<file path="config.mk">
export PLATFORM = sky130hd
export DESIGN_NAME = tx_link_host_ports
export DESIGN_NICKNAME = d
export VERILOG_FILES = /design/src/hw/tx_host_pkg.sv /design/src/hw/two_entry_buf.sv /design/src/hw/tx_link_host_ports.sv
export SDC_FILE = /design/constraint.sdc
export NUM_CORES = 1
export LEC_CHECK = 0
export BUFFER_PORTS_ARGS = -buffer_cell sky130_fd_sc_hd__buf_2
export CORE_MARGIN = 3
export CORE_UTILIZATION = 55
export CTS_BUF_LIST = sky130_fd_sc_hd__clkbuf_8
export DETAILED_ROUTE_END_ITERATION = 8
export PLACE_DENSITY = 0.88
export SYNTH_ARGS = -nofsm -noshare
export SYNTH_HDL_FRONTEND = slang
export SYNTH_SLANG_ARGS = --single-unit
</file>
<file path="constraint.sdc">
create_clock -name sys_clk -period 13.8 [get_ports sys_clk]
set_input_delay 0.69 -clock sys_clk [delete_from_list [all_inputs] [get_ports sys_clk]]
set_output_delay 0.69 -clock sys_clk [all_outputs]
set_load 0.01 [all_outputs]
</file>
<file path="src/hw/tx_host_pkg.sv">
// tx_host_pkg: sizes, management map, reset values and states of the
// transmitter host-port logic.
// assumes: included before every other file of the block.
package tx_host_pkg;

  // link shape, fixed at build time
  localparam int LANES = 2;
  localparam int CONVERTERS = 4;
  localparam int SAMPLES = 1;
  localparam int WIDTH_MULT = 2;
  localparam int RESOLUTION = 16;
  localparam int CTRL_PER_SAMPLE = 2;
  localparam int OCTET_W = 8;
  localparam int SAMPLE_W = CONVERTERS * SAMPLES * WIDTH_MULT * RESOLUTION;
  localparam int SAMPLE_MIN_W = CONVERTERS * SAMPLES * RESOLUTION;
  localparam int CTRL_W = CONVERTERS * SAMPLES * WIDTH_MULT * CTRL_PER_SAMPLE;
  localparam int LANE_W = SAMPLE_W / LANES;
  localparam int LANE_CTRL_W = CTRL_W / LANES;
  localparam int BUF_W = SAMPLE_W + CTRL_W;

  // management port
  localparam int MGMT_ADDR_W = 10;
  localparam int MGMT_DATA_W = 32;
  localparam int WORD_LSB = 2;
  localparam int WORD_IDX_W = MGMT_ADDR_W - WORD_LSB;
  localparam logic [MGMT_ADDR_W-1:0] OFS_CONTROL = 10'h000;
  localparam logic [MGMT_ADDR_W-1:0] OFS_STATUS = 10'h004;
  localparam logic [MGMT_ADDR_W-1:0] OFS_WORD_COUNT = 10'h008;
  localparam logic [MGMT_ADDR_W-1:0] OFS_SCRATCH = 10'h00C;
  localparam logic [MGMT_DATA_W-1:0] CONTROL_RESET = 32'h0000_0000;
  localparam logic [MGMT_DATA_W-1:0] SCRATCH_RESET = 32'h0000_0000;
  localparam logic [MGMT_DATA_W-1:0] ZERO_WORD = 32'h0000_0000;
  localparam int CTRL_STREAM_EN_BIT = 0;
  localparam int STAT_TX_READY_LSB = 0;
  localparam int STAT_AFE_READY_LSB = 8;
  localparam int STAT_BUF_FULL_BIT = 16;

  // transceiver reconfiguration port
  localparam int CFG_OFS_W = 19;
  localparam int CFG_LANE_W = (LANES > 1) ? $clog2(LANES) : 0;
  localparam int CFG_ADDR_W = CFG_LANE_W + CFG_OFS_W;
  localparam int CFG_DATA_W = 8;

  typedef enum logic [1:0] {
    CFG_IDLE,
    CFG_BUSY,
    CFG_DONE
  } cfg_state_t;

endpackage

</file>
<file path="src/hw/two_entry_buf.sv">
// two_entry_buf: two-word buffer with valid/ready on both sides.
// assumes: one clock, asynchronous active-low reset.
`timescale 1ns/1ps
`default_nettype none
module two_entry_buf #(
  parameter int W = 8
) (
  // clock and reset
  input wire logic sys_clk,
  input wire logic rstn,
  // fill side
  input wire logic in_valid,
  output logic in_ready,
  input wire logic [W-1:0] in_data,
  // drain side
  output logic out_valid,
  input wire logic out_ready,
  output logic [W-1:0] out_data
);

  logic [W-1:0] mem [0:1];
  logic wr_ptr_reg;
  logic rd_ptr_reg;
  logic [1:0] count_reg;
  logic push;
  logic pop;

  assign in_ready = (count_reg != 2'h2);
  assign out_valid = (count_reg != 2'h0);
  assign out_data = mem[rd_ptr_reg];
  assign push = in_valid && in_ready;
  assign pop = out_valid && out_ready;

  always_ff @(posedge sys_clk) begin
    if (push) begin
      mem[wr_ptr_reg] <= in_data;
    end
  end

  always_ff @(posedge sys_clk or negedge rstn) begin
    if (!rstn) begin
      wr_ptr_reg <= 1'b0;
      rd_ptr_reg <= 1'b0;
      count_reg <= 2'h0;
    end else begin
      if (push) begin
        wr_ptr_reg <= ~wr_ptr_reg;
      end
      if (pop) begin
        rd_ptr_reg <= ~rd_ptr_reg;
      end
      if (push && !pop) begin
        count_reg <= count_reg + 2'h1;
      end else if (pop && !push) begin
        count_reg <= count_reg - 2'h1;
      end
    end
  end

endmodule // two_entry_buf
`default_nettype wire

</file>
<file path="src/hw/tx_link_host_ports.sv">
// tx_link_host_ports: host-facing ports of a serial converter-link transmitter:
// management slave, shared transceiver reconfiguration port, sample input.
// assumes: the transceiver and transport sides run on sys_clk; ready pins
// from the transceiver are asynchronous and are synchronised here.
// Function
// (RULE1) ignore bus unless select with strobe
// (RULE2) masters without select tie it high
// (RULE3) 10-bit byte address, four bytes per word
// (RULE4) write and read data 32 bits
// (RULE5) read strobe returns addressed word
// (RULE6) write strobe carries data same cycle
// (RULE7) management stall held at zero
// (RULE8) reconfig address: lane bits above 19-bit offset
// (RULE9) single lane gives exactly 19 address bits
// (RULE10) one shared reconfig port, 8-bit data
// (RULE11) sample width M*S*WM*N, at least M*S*N
// (RULE12) big endian, first octet in top byte
// (RULE13) lane 0 in most significant slice
// (RULE14) control bits input sized M*S*WM*CS
// (RULE15) per-lane transceiver and front-end ready outputs
// (RULE16) management domain crossing made safe
// (RULE17) management has its own async reset; here rstn is shared with the whole block
// (RULE18) write updates same edge, read harmless
`timescale 1ns/1ps
`default_nettype none
module tx_link_host_ports
  import tx_host_pkg::*;
(
  // clock and management reset
  input wire logic sys_clk,
  input wire logic rstn,
  // management slave
  input wire logic mgmt_select,
  input wire logic [MGMT_ADDR_W-1:0] mgmt_byte_offset,
  input wire logic [MGMT_DATA_W-1:0] mgmt_wdata,
  input wire logic mgmt_rd_strobe,
  input wire logic mgmt_wr_strobe,
  output logic [MGMT_DATA_W-1:0] mgmt_rdata,
  output logic mgmt_rdata_valid,
  output logic mgmt_stall,
  // shared reconfiguration port, host side
  input wire logic xcvr_cfg_rd,
  input wire logic xcvr_cfg_wr,
  input wire logic [CFG_ADDR_W-1:0] xcvr_cfg_addr,
  input wire logic [CFG_DATA_W-1:0] xcvr_cfg_wdata,
  output logic [CFG_DATA_W-1:0] xcvr_cfg_rdata,
  output logic xcvr_cfg_stall,
  // reconfiguration port, transceiver side
  output logic phy_cfg_req,
  output logic phy_cfg_we,
  output logic [CFG_LANE_W-1:0] phy_cfg_lane,
  output logic [CFG_OFS_W-1:0] phy_cfg_offset,
  output logic [CFG_DATA_W-1:0] phy_cfg_wdata,
  input wire logic [CFG_DATA_W-1:0] phy_cfg_rdata,
  input wire logic phy_cfg_ack,
  // sample input
  input wire logic sample_valid,
  output logic sample_ready,
  input wire logic [SAMPLE_W-1:0] sample_word_in,
  input wire logic [CTRL_W-1:0] sample_ctrl_bits_in,
  // transport side, lane l at slice l
  output logic tl_valid,
  input wire logic tl_ready,
  output logic [SAMPLE_W-1:0] tl_lane_data,
  output logic [CTRL_W-1:0] tl_lane_ctrl,
  // lane readiness
  input wire logic [LANES-1:0] phy_tx_ready_pin,
  input wire logic [LANES-1:0] phy_afe_ready_pin,
  output logic [LANES-1:0] lane_tx_ready,
  output logic [LANES-1:0] lane_afe_ready
);

  // management access decode
  logic bus_wr;
  logic bus_rd;
  logic [MGMT_ADDR_W-1:0] word_addr;
  logic [MGMT_DATA_W-1:0] control_reg;
  logic [MGMT_DATA_W-1:0] scratch_reg;
  logic [MGMT_DATA_W-1:0] word_count_reg;
  logic [MGMT_DATA_W-1:0] status_word;
  logic [MGMT_DATA_W-1:0] read_mux;
  logic stream_en;
  logic buf_in_valid;
  logic buf_in_ready;
  logic [BUF_W-1:0] buf_out;

  // sub-word address bits are dropped: every access is one aligned word
  assign word_addr = {mgmt_byte_offset[MGMT_ADDR_W-1:WORD_LSB], {WORD_LSB{1'b0}}}; // see (RULE3)
  assign bus_wr = mgmt_select && mgmt_wr_strobe; // see (RULE1)
  assign bus_rd = mgmt_select && mgmt_rd_strobe && !mgmt_wr_strobe; // see (RULE1)
  assign mgmt_stall = 1'b0; // see (RULE7)
  assign stream_en = control_reg[CTRL_STREAM_EN_BIT];

  always_ff @(posedge sys_clk or negedge rstn) begin // see (RULE17)
    if (!rstn) begin
      control_reg <= CONTROL_RESET;
      scratch_reg <= SCRATCH_RESET;
    end else if (bus_wr) begin // see (RULE18) (RULE6)
      if (word_addr == OFS_CONTROL) begin
        control_reg <= mgmt_wdata; // see (RULE4)
      end
      if (word_addr == OFS_SCRATCH) begin
        scratch_reg <= mgmt_wdata;
      end
    end
  end

  always_comb begin
    status_word = ZERO_WORD;
    status_word[STAT_TX_READY_LSB +: LANES] = lane_tx_ready;
    status_word[STAT_AFE_READY_LSB +: LANES] = lane_afe_ready;
    status_word[STAT_BUF_FULL_BIT] = !buf_in_ready;
  end

  always_comb begin
    case (word_addr)
      OFS_CONTROL: read_mux = control_reg;
      OFS_STATUS: read_mux = status_word;
      OFS_WORD_COUNT: read_mux = word_count_reg;
      OFS_SCRATCH: read_mux = scratch_reg;
      default: read_mux = ZERO_WORD;
    endcase
  end

  // read data is registered; the master samples it one edge after the strobe
  always_ff @(posedge sys_clk or negedge rstn) begin
    if (!rstn) begin
      mgmt_rdata <= ZERO_WORD;
      mgmt_rdata_valid <= 1'b0;
    end else begin
      mgmt_rdata_valid <= bus_rd;
      if (bus_rd) begin
        mgmt_rdata <= read_mux; // see (RULE5) (RULE18)
      end
    end
  end

  // lane readiness pins cross into this domain through two flops
  logic [LANES-1:0] txr_meta_reg;
  logic [LANES-1:0] afe_meta_reg;

  always_ff @(posedge sys_clk or negedge rstn) begin
    if (!rstn) begin
      txr_meta_reg <= '0;
      afe_meta_reg <= '0;
      lane_tx_ready <= '0;
      lane_afe_ready <= '0;
    end else begin
      txr_meta_reg <= phy_tx_ready_pin; // see (RULE16)
      afe_meta_reg <= phy_afe_ready_pin;
      lane_tx_ready <= txr_meta_reg; // see (RULE15)
      lane_afe_ready <= afe_meta_reg;
    end
  end

  // reconfiguration: one port for both directions, held until the phy acks
  cfg_state_t cfg_state_reg;
  logic cfg_host_req;

  assign cfg_host_req = xcvr_cfg_rd || xcvr_cfg_wr;
  assign xcvr_cfg_stall = cfg_host_req && (cfg_state_reg != CFG_DONE); // see (RULE10)
  assign phy_cfg_req = (cfg_state_reg == CFG_BUSY);

  always_ff @(posedge sys_clk or negedge rstn) begin
    if (!rstn) begin
      cfg_state_reg <= CFG_IDLE;
    end else begin
      case (cfg_state_reg)
        CFG_IDLE: begin
          if (cfg_host_req) begin
            cfg_state_reg <= CFG_BUSY;
          end
        end
        CFG_BUSY: begin
          if (phy_cfg_ack) begin
            cfg_state_reg <= CFG_DONE;
          end
        end
        CFG_DONE: cfg_state_reg <= CFG_IDLE;
        default: cfg_state_reg <= CFG_IDLE;
      endcase
    end
  end

  always_ff @(posedge sys_clk or negedge rstn) begin
    if (!rstn) begin
      phy_cfg_we <= 1'b0;
      phy_cfg_lane <= '0;
      phy_cfg_offset <= '0;
      phy_cfg_wdata <= '0;
    end else if (cfg_state_reg == CFG_IDLE && cfg_host_req) begin
      phy_cfg_we <= xcvr_cfg_wr;
      phy_cfg_lane <= xcvr_cfg_addr[CFG_ADDR_W-1:CFG_OFS_W]; // see (RULE8) (RULE9)
      phy_cfg_offset <= xcvr_cfg_addr[CFG_OFS_W-1:0];
      phy_cfg_wdata <= xcvr_cfg_wdata;
    end
  end

  always_ff @(posedge sys_clk or negedge rstn) begin
    if (!rstn) begin
      xcvr_cfg_rdata <= '0;
    end else if (cfg_state_reg == CFG_BUSY && phy_cfg_ack) begin
      xcvr_cfg_rdata <= phy_cfg_rdata;
    end
  end

  // sample path: data and control travel together through the buffer

  assign buf_in_valid = sample_valid && stream_en;
  assign sample_ready = buf_in_ready && stream_en;

  two_entry_buf #(
    .W(BUF_W)
  ) u_buf (
    .sys_clk(sys_clk),
    .rstn(rstn),
    .in_valid(buf_in_valid),
    .in_ready(buf_in_ready),
    .in_data({sample_word_in, sample_ctrl_bits_in}), // see (RULE11) (RULE14)
    .out_valid(tl_valid),
    .out_ready(tl_ready),
    .out_data(buf_out)
  );

  // lane 0 sits in the top slice of the input word; lanes are renumbered
  // so the transport side indexes lane l at slice l
  genvar ln;
  generate
    for (ln = 0; ln < LANES; ln++) begin : g_lane
      assign tl_lane_data[ln*LANE_W +: LANE_W] =
        buf_out[CTRL_W + (LANES-1-ln)*LANE_W +: LANE_W]; // see (RULE13) (RULE12)
      assign tl_lane_ctrl[ln*LANE_CTRL_W +: LANE_CTRL_W] =
        buf_out[(LANES-1-ln)*LANE_CTRL_W +: LANE_CTRL_W];
    end
  endgenerate

  always_ff @(posedge sys_clk or negedge rstn) begin
    if (!rstn) begin
      word_count_reg <= ZERO_WORD;
    end else if (sample_valid && sample_ready) begin
      word_count_reg <= word_count_reg + 32'h0000_0001;
    end
  end

  property p_stall_zero; // see (RULE7)
    @(posedge sys_clk) disable iff (!rstn) (mgmt_select && (mgmt_rd_strobe || mgmt_wr_strobe)) |-> !mgmt_stall;
  endproperty
  a_stall_zero: assert property (p_stall_zero) else $error("management stall raised"); // see (RULE7)

  property p_write_lands; // see (RULE18)
    @(posedge sys_clk) disable iff (!rstn)
      (mgmt_select && mgmt_wr_strobe && mgmt_byte_offset == OFS_SCRATCH) |=> scratch_reg == $past(mgmt_wdata);
  endproperty
  a_write_lands: assert property (p_write_lands) else $error("scratch write lost"); // see (RULE18)

  property p_no_select_ignored; // see (RULE1)
    @(posedge sys_clk) disable iff (!rstn) (!mgmt_select) |=> $stable(control_reg) && $stable(scratch_reg);
  endproperty
  a_no_select_ignored: assert property (p_no_select_ignored) else $error("write without select"); // see (RULE1)

  property p_read_harmless; // see (RULE18)
    @(posedge sys_clk) disable iff (!rstn)
      (mgmt_select && mgmt_rd_strobe && !mgmt_wr_strobe) |=> $stable(control_reg) && $stable(scratch_reg);
  endproperty
  a_read_harmless: assert property (p_read_harmless) else $error("read altered a register"); // see (RULE18)

  property p_read_scratch; // see (RULE5)
    @(posedge sys_clk) disable iff (!rstn)
      (bus_rd && mgmt_byte_offset == OFS_SCRATCH) |=> mgmt_rdata_valid && mgmt_rdata == $past(scratch_reg);
  endproperty
  a_read_scratch: assert property (p_read_scratch) else $error("wrong scratch read data"); // see (RULE5)

  property p_read_control_mirror; // see (RULE3)
    @(posedge sys_clk) disable iff (!rstn)
      (bus_rd && mgmt_byte_offset[MGMT_ADDR_W-1:WORD_LSB] == '0) |=> mgmt_rdata == $past(control_reg);
  endproperty
  a_read_control_mirror: assert property (p_read_control_mirror) else $error("word decode wrong"); // see (RULE3)

  property p_ready_sync; // see (RULE15)
    @(posedge sys_clk) disable iff (!rstn) phy_tx_ready_pin[0] [*3] |-> lane_tx_ready[0];
  endproperty
  a_ready_sync: assert property (p_ready_sync) else $error("lane ready not followed"); // see (RULE15)

  property p_ready_delay; // see (RULE16)
    @(posedge sys_clk) disable iff (!rstn) $rose(lane_afe_ready[0]) |-> $past(phy_afe_ready_pin[0], 2);
  endproperty
  a_ready_delay: assert property (p_ready_delay) else $error("front-end ready crossed too early"); // see (RULE16)

  property p_cfg_stall; // see (RULE10)
    @(posedge sys_clk) disable iff (!rstn)
      (cfg_host_req && cfg_state_reg == CFG_IDLE) |-> xcvr_cfg_stall ##1 phy_cfg_req;
  endproperty
  a_cfg_stall: assert property (p_cfg_stall) else $error("reconfig request not held"); // see (RULE10)

  property p_lane_order; // see (RULE13)
    @(posedge sys_clk) disable iff (!rstn)
      (sample_valid && sample_ready && !tl_valid) |=> tl_valid
        && tl_lane_data[0 +: LANE_W] == $past(sample_word_in[SAMPLE_W-LANE_W +: LANE_W]);
  endproperty
  a_lane_order: assert property (p_lane_order) else $error("lane slice order wrong"); // see (RULE13)

  property p_top_octet; // see (RULE12)
    @(posedge sys_clk) disable iff (!rstn)
      (sample_valid && sample_ready && !tl_valid) |=>
        tl_lane_data[LANE_W-OCTET_W +: OCTET_W] == $past(sample_word_in[SAMPLE_W-OCTET_W +: OCTET_W]);
  endproperty
  a_top_octet: assert property (p_top_octet) else $error("first octet misplaced"); // see (RULE12)

  property p_gate_stream; // see (RULE11)
    @(posedge sys_clk) disable iff (!rstn) !control_reg[CTRL_STREAM_EN_BIT] |-> !sample_ready;
  endproperty
  a_gate_stream: assert property (p_gate_stream) else $error("sample accepted while disabled"); // see (RULE11)

endmodule // tx_link_host_ports
`default_nettype wire

</file>
==> impl_results.md, run 1 <==
* Run status: finished clean
* Cts-stage hold buffer count at 0
* Fraction of layout cells with a size suffix above 1 at 0.517
* Area Overhead vs Synth at 22.5%
* Max IR drop VDD at around 0.12 mV
* H-tree depth at 3
* Setup crit start kind: register
* Slew @ Worst Pin at around 1.1 ns
* Max_slew headroom at 0.250
* Setup violations, final at 0
* Async SR Flop Fraction at 0.385
* Multi-input logic area at around 0.0048 mm2
* Register area share after synthesis at 0.720
* Setup Fix Bufs, Post-CTS at 0
* Worst path arrival time at between 3 and 4 ns
* EDFF count, synth at 288
* Bufs on Longest Clock Path at 3
* Top FF cell, synth: edfxtp_1
* Core area at roughly 0.033 mm2
* Die height at 188 um
* # IOs at 459
* Leak Pwr at approximately 9.6 nW
* Fmax at 0.258 GHz
* Max reg flops at approximately 290
* Rows at 66
* CP Data Required Time at around 13 ns
* Seq cells post-synth at roughly 470
* Post-detailed-route count of antenna-violating nets at 0
* Synth cell count leaders: 288 x edfxtp_1, 186 x mux2_2, 180 x dfrtp_1
* Die Wd at 188 um
* GRT busiest layer: met2
* Setup TNS at 0 ns
* Maxcap violations at 0
* GR Layer Usage met1 at 0.287
* Num CTS Buffers at 75
* Die area at 0.0355 mm2
* Reg with most FFs: u_buf.mem
* Clk slew on worst S/H paths at roughly 0.060 ns
* Synth Instances at 1047
* Placed Cells at 1907
* Fill cell count at between 2000 and 2500
* Final core utilization at 0.686
* RSZ-0062 raised after global routing: no
* Grt met2 use at 0.425
* Routability congestion estimate at ~0.86
* First-pass DRT Iterations at 4
* Final Hold Violating Endpoints at 0
* Post-Syn Nets at between 1000 and 1500
* PwrDens at between 150 and 200 mW/mm2
* Synth area leaders: edfxtp_1 47%, dfrtp_1 25%, mux2_2 11%
* Fin nets at about 1800
* Setup WS post-layout at slightly below 10 ns
* Hold Crit Class: in2async
* CTS tree: yes
* Initial antenna violation count at 9
* DRC viols at 0
* Worst Path Max Fanout at 85
* Clock Latency Late Sink at 0.59 ns
* Most common cell in the netlist: edfxtp_1
* Total routed wirelength at approximately 44000 um
* Vias in the first global route at around 12000
* Final max-slew violation count at 0
* Pre-CTS setup slack at between 10 and 15 ns
* Global Route Usage Sum at 0.243
* Mapped cell area at about 0.018 mm2
* Final Critical Period at around 3.9 ns
* First-pass GRT wire length at 67000 um
* 1st-iter DRT viols at between 800 and 900
* Syn Area/Cell at 17.5 um2
* PortBufs at ~460
* Starting density of the core at 0.560
* Vias per cell at between 5 and 6
* Synth cell types at between 40 and 50
* Yosys top cell area share at 0.473
* Largest area contributor in the netlist: edfxtp_1
* CP Capture Type: output pin
* Grt total ovfl at 0
* DP HPWL at ~30000 um
* Yosys Warn Count at 0
* Critical setup path kind: reg2out
* GR Util met3 at 0.0768
* Clock root buffer: clkbuf_8
* Clk_skew at 0.0293 ns
* Final Non-Filler Cells at ~2000
* FF+latch area at roughly 0.013 mm2
* Routed length per instance at about 21 um
* # resized after CTS at 0
* Via Count at 11100
* Largest net degree at the start of global routing at 98
* Final worst-path cycle share at 0.281
* CTS Sinks at 468
[logic make-up after synthesis]
logic type | synth area share
XOR/XNOR | 0.0173
AO/OA/AOI/OAI | 0.0179
multiplexers | 0.185
buffers and inverters | 0.0158
AND/OR/NAND/NOR | 0.0429
adder cells (fa/ha/maj) | 0.00137
other | 0.000205
flip-flops | 0.720
[critical path, stage by stage, from the launching register on]
cell,delay (ns)
dfrtp_4,0.93
buf_4,0.95
mux2_2,0.46
buf_2,0.16
[cell type report]
cell class                      count  area share
Sequential cell                   468       0.588
Multi-Input combinational cell    528       0.216
Timing Repair Buffer              465       0.105
Clock buffer                       86      0.0529
Tap cell                          442      0.0247
Clock inverter                     48      0.0117
Inverter                            4    0.000671
Antenna cell                        5    0.000559
[report_power, final]
group | internal (mW) | switching, mW | leakage (nW) | total [mW]
logic | 0.369 | 0.354 | 3.81 | 0.723
registers | 1.57 | 0.0764 | 4.98 | 1.65
clock network | 0.608 | 0.521 | 0.824 | 1.13
total | 2.55 | 0.951 | 9.62 | 3.50
[stage by stage]
step | total power, mW | hold WS, ns | instance area [um2]
floorplan | 2.10 | 0.331 | 18300
CTS | 3.54 | 0.164 | 22400
detailed placement | 2.40 | 0.346 | 20900
global placement | 2.38 | 0.332 | 20900
finish | 3.50 | 0.183 | 22400
global route | 3.65 | 0.160 | 22400
[metal layers]
metal / vias to the layer above / wire (um)
met5: - / 70
met4: 12 / 1180
met3: 91 / 3810
met2: 456 / 22600
met1: 5603 / 16200
li1: 4929 / -
[path summary, 6_finish.rpt]
check / start / to / slack, ns / cells past startpoint
setup / recovery: u_buf.rd_ptr_reg / tl_lane_ctrl[3] / 9.92 / 3
max in group asynchronous: rstn / scratch_reg[31] / 12.05 / 2
hold / removal: rstn / txr_meta_reg[1] / 0.18 / 1
min in group sys_clk: phy_tx_ready_pin[1] / txr_meta_reg[1] / 0.21 / 1
setup reg to reg: u_buf.count_reg[0] / u_buf.mem[1][77] / 10.89 / 3
hold reg to reg: txr_meta_reg[0] / lane_tx_ready[0] / 0.35 / 0
[placed cells by master (no fill, tap or decap), drive strengths merged, types with 5 or more instances in the layout]
master / count
nand3: 10
mux2: 246
xnor2: 22
mux4: 5
dfrtp: 180
nor2: 35
and4: 8
and3: 8
mux2i: 27
nand2: 45
diode: 5
clkbuf: 86
nor3: 6
inv: 27
a22o: 5
buf: 465
edfxtp: 288
a21oi: 28
nor4: 6
clkinv: 22
and2: 7
nand4: 13
xor2: 14
o21ai: 27
Power figures use the tool's default switching activity.
==> run 2: changes to the inputs <==
--- a/config.mk
+++ b/config.mk
@@ -7,10 +7,10 @@
 export LEC_CHECK = 0
 export BUFFER_PORTS_ARGS = -buffer_cell sky130_fd_sc_hd__buf_2
 export CORE_MARGIN = 3
-export CORE_UTILIZATION = 55
+export CORE_UTILIZATION = 50
 export CTS_BUF_LIST = sky130_fd_sc_hd__clkbuf_8
 export DETAILED_ROUTE_END_ITERATION = 8
-export PLACE_DENSITY = 0.88
+export PLACE_DENSITY = 0.85
 export SYNTH_ARGS = -nofsm -noshare
 export SYNTH_HDL_FRONTEND = slang
 export SYNTH_SLANG_ARGS = --single-unit
==> constraint.sdc (replaced) <==
create_clock -name sys_clk -period 3.12 [get_ports sys_clk]
set_input_delay 0.156 -clock sys_clk [delete_from_list [all_inputs] [get_ports sys_clk]]
set_output_delay 0.156 -clock sys_clk [all_outputs]
set_load 0.01 [all_outputs]
==> run 2 against run 1 <==
Against the previous run:
- first-iteration DRC count rose by 3.7%
- clock power grew to 4.5 times the previous value
- sequential power grew to 4.3 times the previous value
- sequential share of layout area shrank 5.5 points
- routed wire length grew 19%
- die area is 9.7% higher
- clock skew grew 0.0085 ns
- design area grew 10%
- worst hold slack got worse by 0.050 ns
- highest routed layer unchanged
==> impl_results.md, run 2 (same netlist as run 1, synthesis figures left out) <==
* Commonest cells after routing, fill and taps aside: 454 x buf_2, 288 x edfxtp_1, 220 x dlygate4sd3_1 (was 454 x buf_2, 288 x edfxtp_1, 186 x mux2_2)
* Core area at 0.0358 mm2 (was 0.0326 mm2)
* Vias in the first global route at 13500 (was 11800)
* RSZ-0062 raised after global routing: no (unchanged)
* DP HPWL at 29600 um (was 30000 um)
* Initial antenna violation count at 8 (was 9)
* Global Route Usage Sum at 0.263 (was 0.243)
* CP Capture Type: output pin (unchanged)
* Final core utilization at 0.689 (was 0.686)
* Starting density of the core at 0.510 (was 0.560)
* Clock root buffer: clkbuf_8 (unchanged)
* Critical setup path kind: reg2out (unchanged)
* Design area at 0.0247 mm2 (was 0.0224 mm2)
* First-pass GRT wire length at 78900 um (was 67000 um)
* Num CTS Buffers at 78 (was 75)
* Bufs on Longest Clock Path at 3 (unchanged)
* Clock Latency Late Sink at 0.64 ns (was 0.59 ns)
* Critical-path cell list: buf_12 > mux2_2 > buf_2 (was buf_4 > mux2_2 > buf_2)
* Area Overhead vs Synth at 35.2% (was 22.5%)
* Fin nets at 2005 (was 1780)
* Max IR drop VDD at 0.481 mV (was 0.123 mV)
* CTS tree: yes (unchanged)
* # IOs at 459 (unchanged)
* H-tree depth at 3 (unchanged)
* 1st-iter DRT viols at 891 (was 859)
* Slew @ Worst Pin at 1.33 ns (was 1.13 ns)
* Vias per cell at 5.37 (was 5.42)
* Die area at 0.0389 mm2 (was 0.0355 mm2)
* Setup violations, final at 0 (unchanged)
* Fraction of layout cells with a size suffix above 1 at 0.458 (was 0.517)
* First-pass DRT Iterations at 5 (was 4)
* PwrDens at 648 mW/mm2 (was 156 mW/mm2)
* Setup crit start kind: register (unchanged)
* Worst Path Max Fanout at 144 (was 85)
* Fmax at ~0.39 GHz
* Total routed wirelength at 52200 um (was 43900 um)
* Setup WS post-layout at 0.558 ns (was 9.92 ns)
* Final Hold Violating Endpoints at 0 (unchanged)
* Run status: finished clean (unchanged)
* CP Data Required Time at 2.96 ns (was 13.11 ns)
* CTS Sinks at 468 (unchanged)
* Routed length per instance at 22.8 um (was 21.4 um)
* Fill cell count at 2180 (was 2104)
* Final max-slew violation count at 0 (unchanged)
* Maxcap violations at 0 (unchanged)
* Slowest cell on the critical path: buf_12 (was buf_4)
* Post-detailed-route count of antenna-violating nets at 0 (unchanged)
* Grt total ovfl at 0 (unchanged)
* Worst path arrival time at 2.41 ns (was 3.19 ns)
* DRC viols at 0 (unchanged)
* Largest net degree at the start of global routing at 145 (was 98)
* Setup TNS at 0 ns (unchanged)
* DP Area at 0.0210 mm2 (was 0.0209 mm2)
* CP peak stage delay at 0.47 ns (was 0.95 ns)
* Die Wd at 197 um (was 188 um)
* Reg with most FFs: u_buf.mem (unchanged)
* Leak Pwr at 10.6 nW (was 9.62 nW)
* Clk_skew at 0.0378 ns (was 0.0293 ns)
* Final worst-path cycle share at 0.821
* Via Count at 12300 (was 11100)
* Max_slew headroom at 0.114 (was 0.250)
* Final Critical Period at around 2.6 ns
* Die height at 197 um (was 188 um)
* Hold Crit Class: in2reg (was in2async)
* PortBufs at 455 (unchanged)
* Rows at 69 (was 66)
* Pwr Total at 16.0 mW (was 3.50 mW)
* Commonest non-fill, non-tap cell in the layout: buf_2 (unchanged)
* Routability congestion estimate at 0.844 (was 0.862)
* Pre-CTS setup slack at 0.727 ns (was 10.54 ns)
* Max reg flops at 288 (unchanged)
* Clk slew on worst S/H paths at 0.06 ns (about the same)
## run 2: metrics by stage
stage               hold slack [ns]  instances
finish                        0.134       2296
global route                  0.107       2295
CTS                          0.0651       2288
detailed placement            0.266       1928
global placement              0.264       1928
floorplan                    -0.140       1047
## run 2: worst max-delay path, delay by kind of cell (launching register included)
| kind | cells | cell delay, ns |
|---|---|---|
| flip-flops | 1 | 0.43 |
| buffers and inverters | 2 | 0.63 |
| multiplexers | 1 | 0.46 |
## run 2: layout make-up
class | instances | area (um2) | share of cell area
Antenna cell | 8 | 20.0 | 0.000810
Clock inverter | 57 | 295 | 0.0120
Clock buffer | 83 | 1140 | 0.0462
Inverter | 4 | 15.0 | 0.000608
Tap cell | 461 | 577 | 0.0234
Timing Repair Buffer | 687 | 4640 | 0.188
Multi-Input combinational cell | 528 | 4860 | 0.197
Sequential cell | 468 | 13200 | 0.533
## run 2: timing repair
action	4_1_cts	5_1_grt
hold buffers	220	0
setup buffers	0	0
endpoints found under the hold margin	493	0
resized for setup	0	0
## run 2: per-layer routing
layer  track usage  wire length [um]  vias to the layer above
li1              -                 -                     5370
met1         0.305             19000                     6159
met2         0.457             26800                      659
met3        0.0844              4660                      130
met4         0.103              1840                        2
met5             0                13                        -
## run 2: power by group
group	total [mW]	internal, mW	switching [mW]
combinational	3.73	1.84	1.88
clock	5.11	2.57	2.54
sequential	7.17	6.95	0.216
total	16.0	11.4	4.64
## run 2: path summary, 6_finish.rpt
path | startpoint | endpoint | slack (ns) | cells after the start
min in group asynchronous | rstn | control_reg[19] | 0.21 | 2
max in group asynchronous | rstn | phy_cfg_offset[9] | 2.01 | 3
setup reg to reg | u_buf.count_reg[0] | u_buf.mem[1][80] | 1.07 | 3
hold reg to reg | txr_meta_reg[0] | lane_tx_ready[0] | 0.34 | 0
hold / removal | mgmt_byte_offset[7] | mgmt_rdata[1] | 0.13 | 4
setup / recovery | u_buf.rd_ptr_reg | tl_lane_data[69] | 0.56 | 3
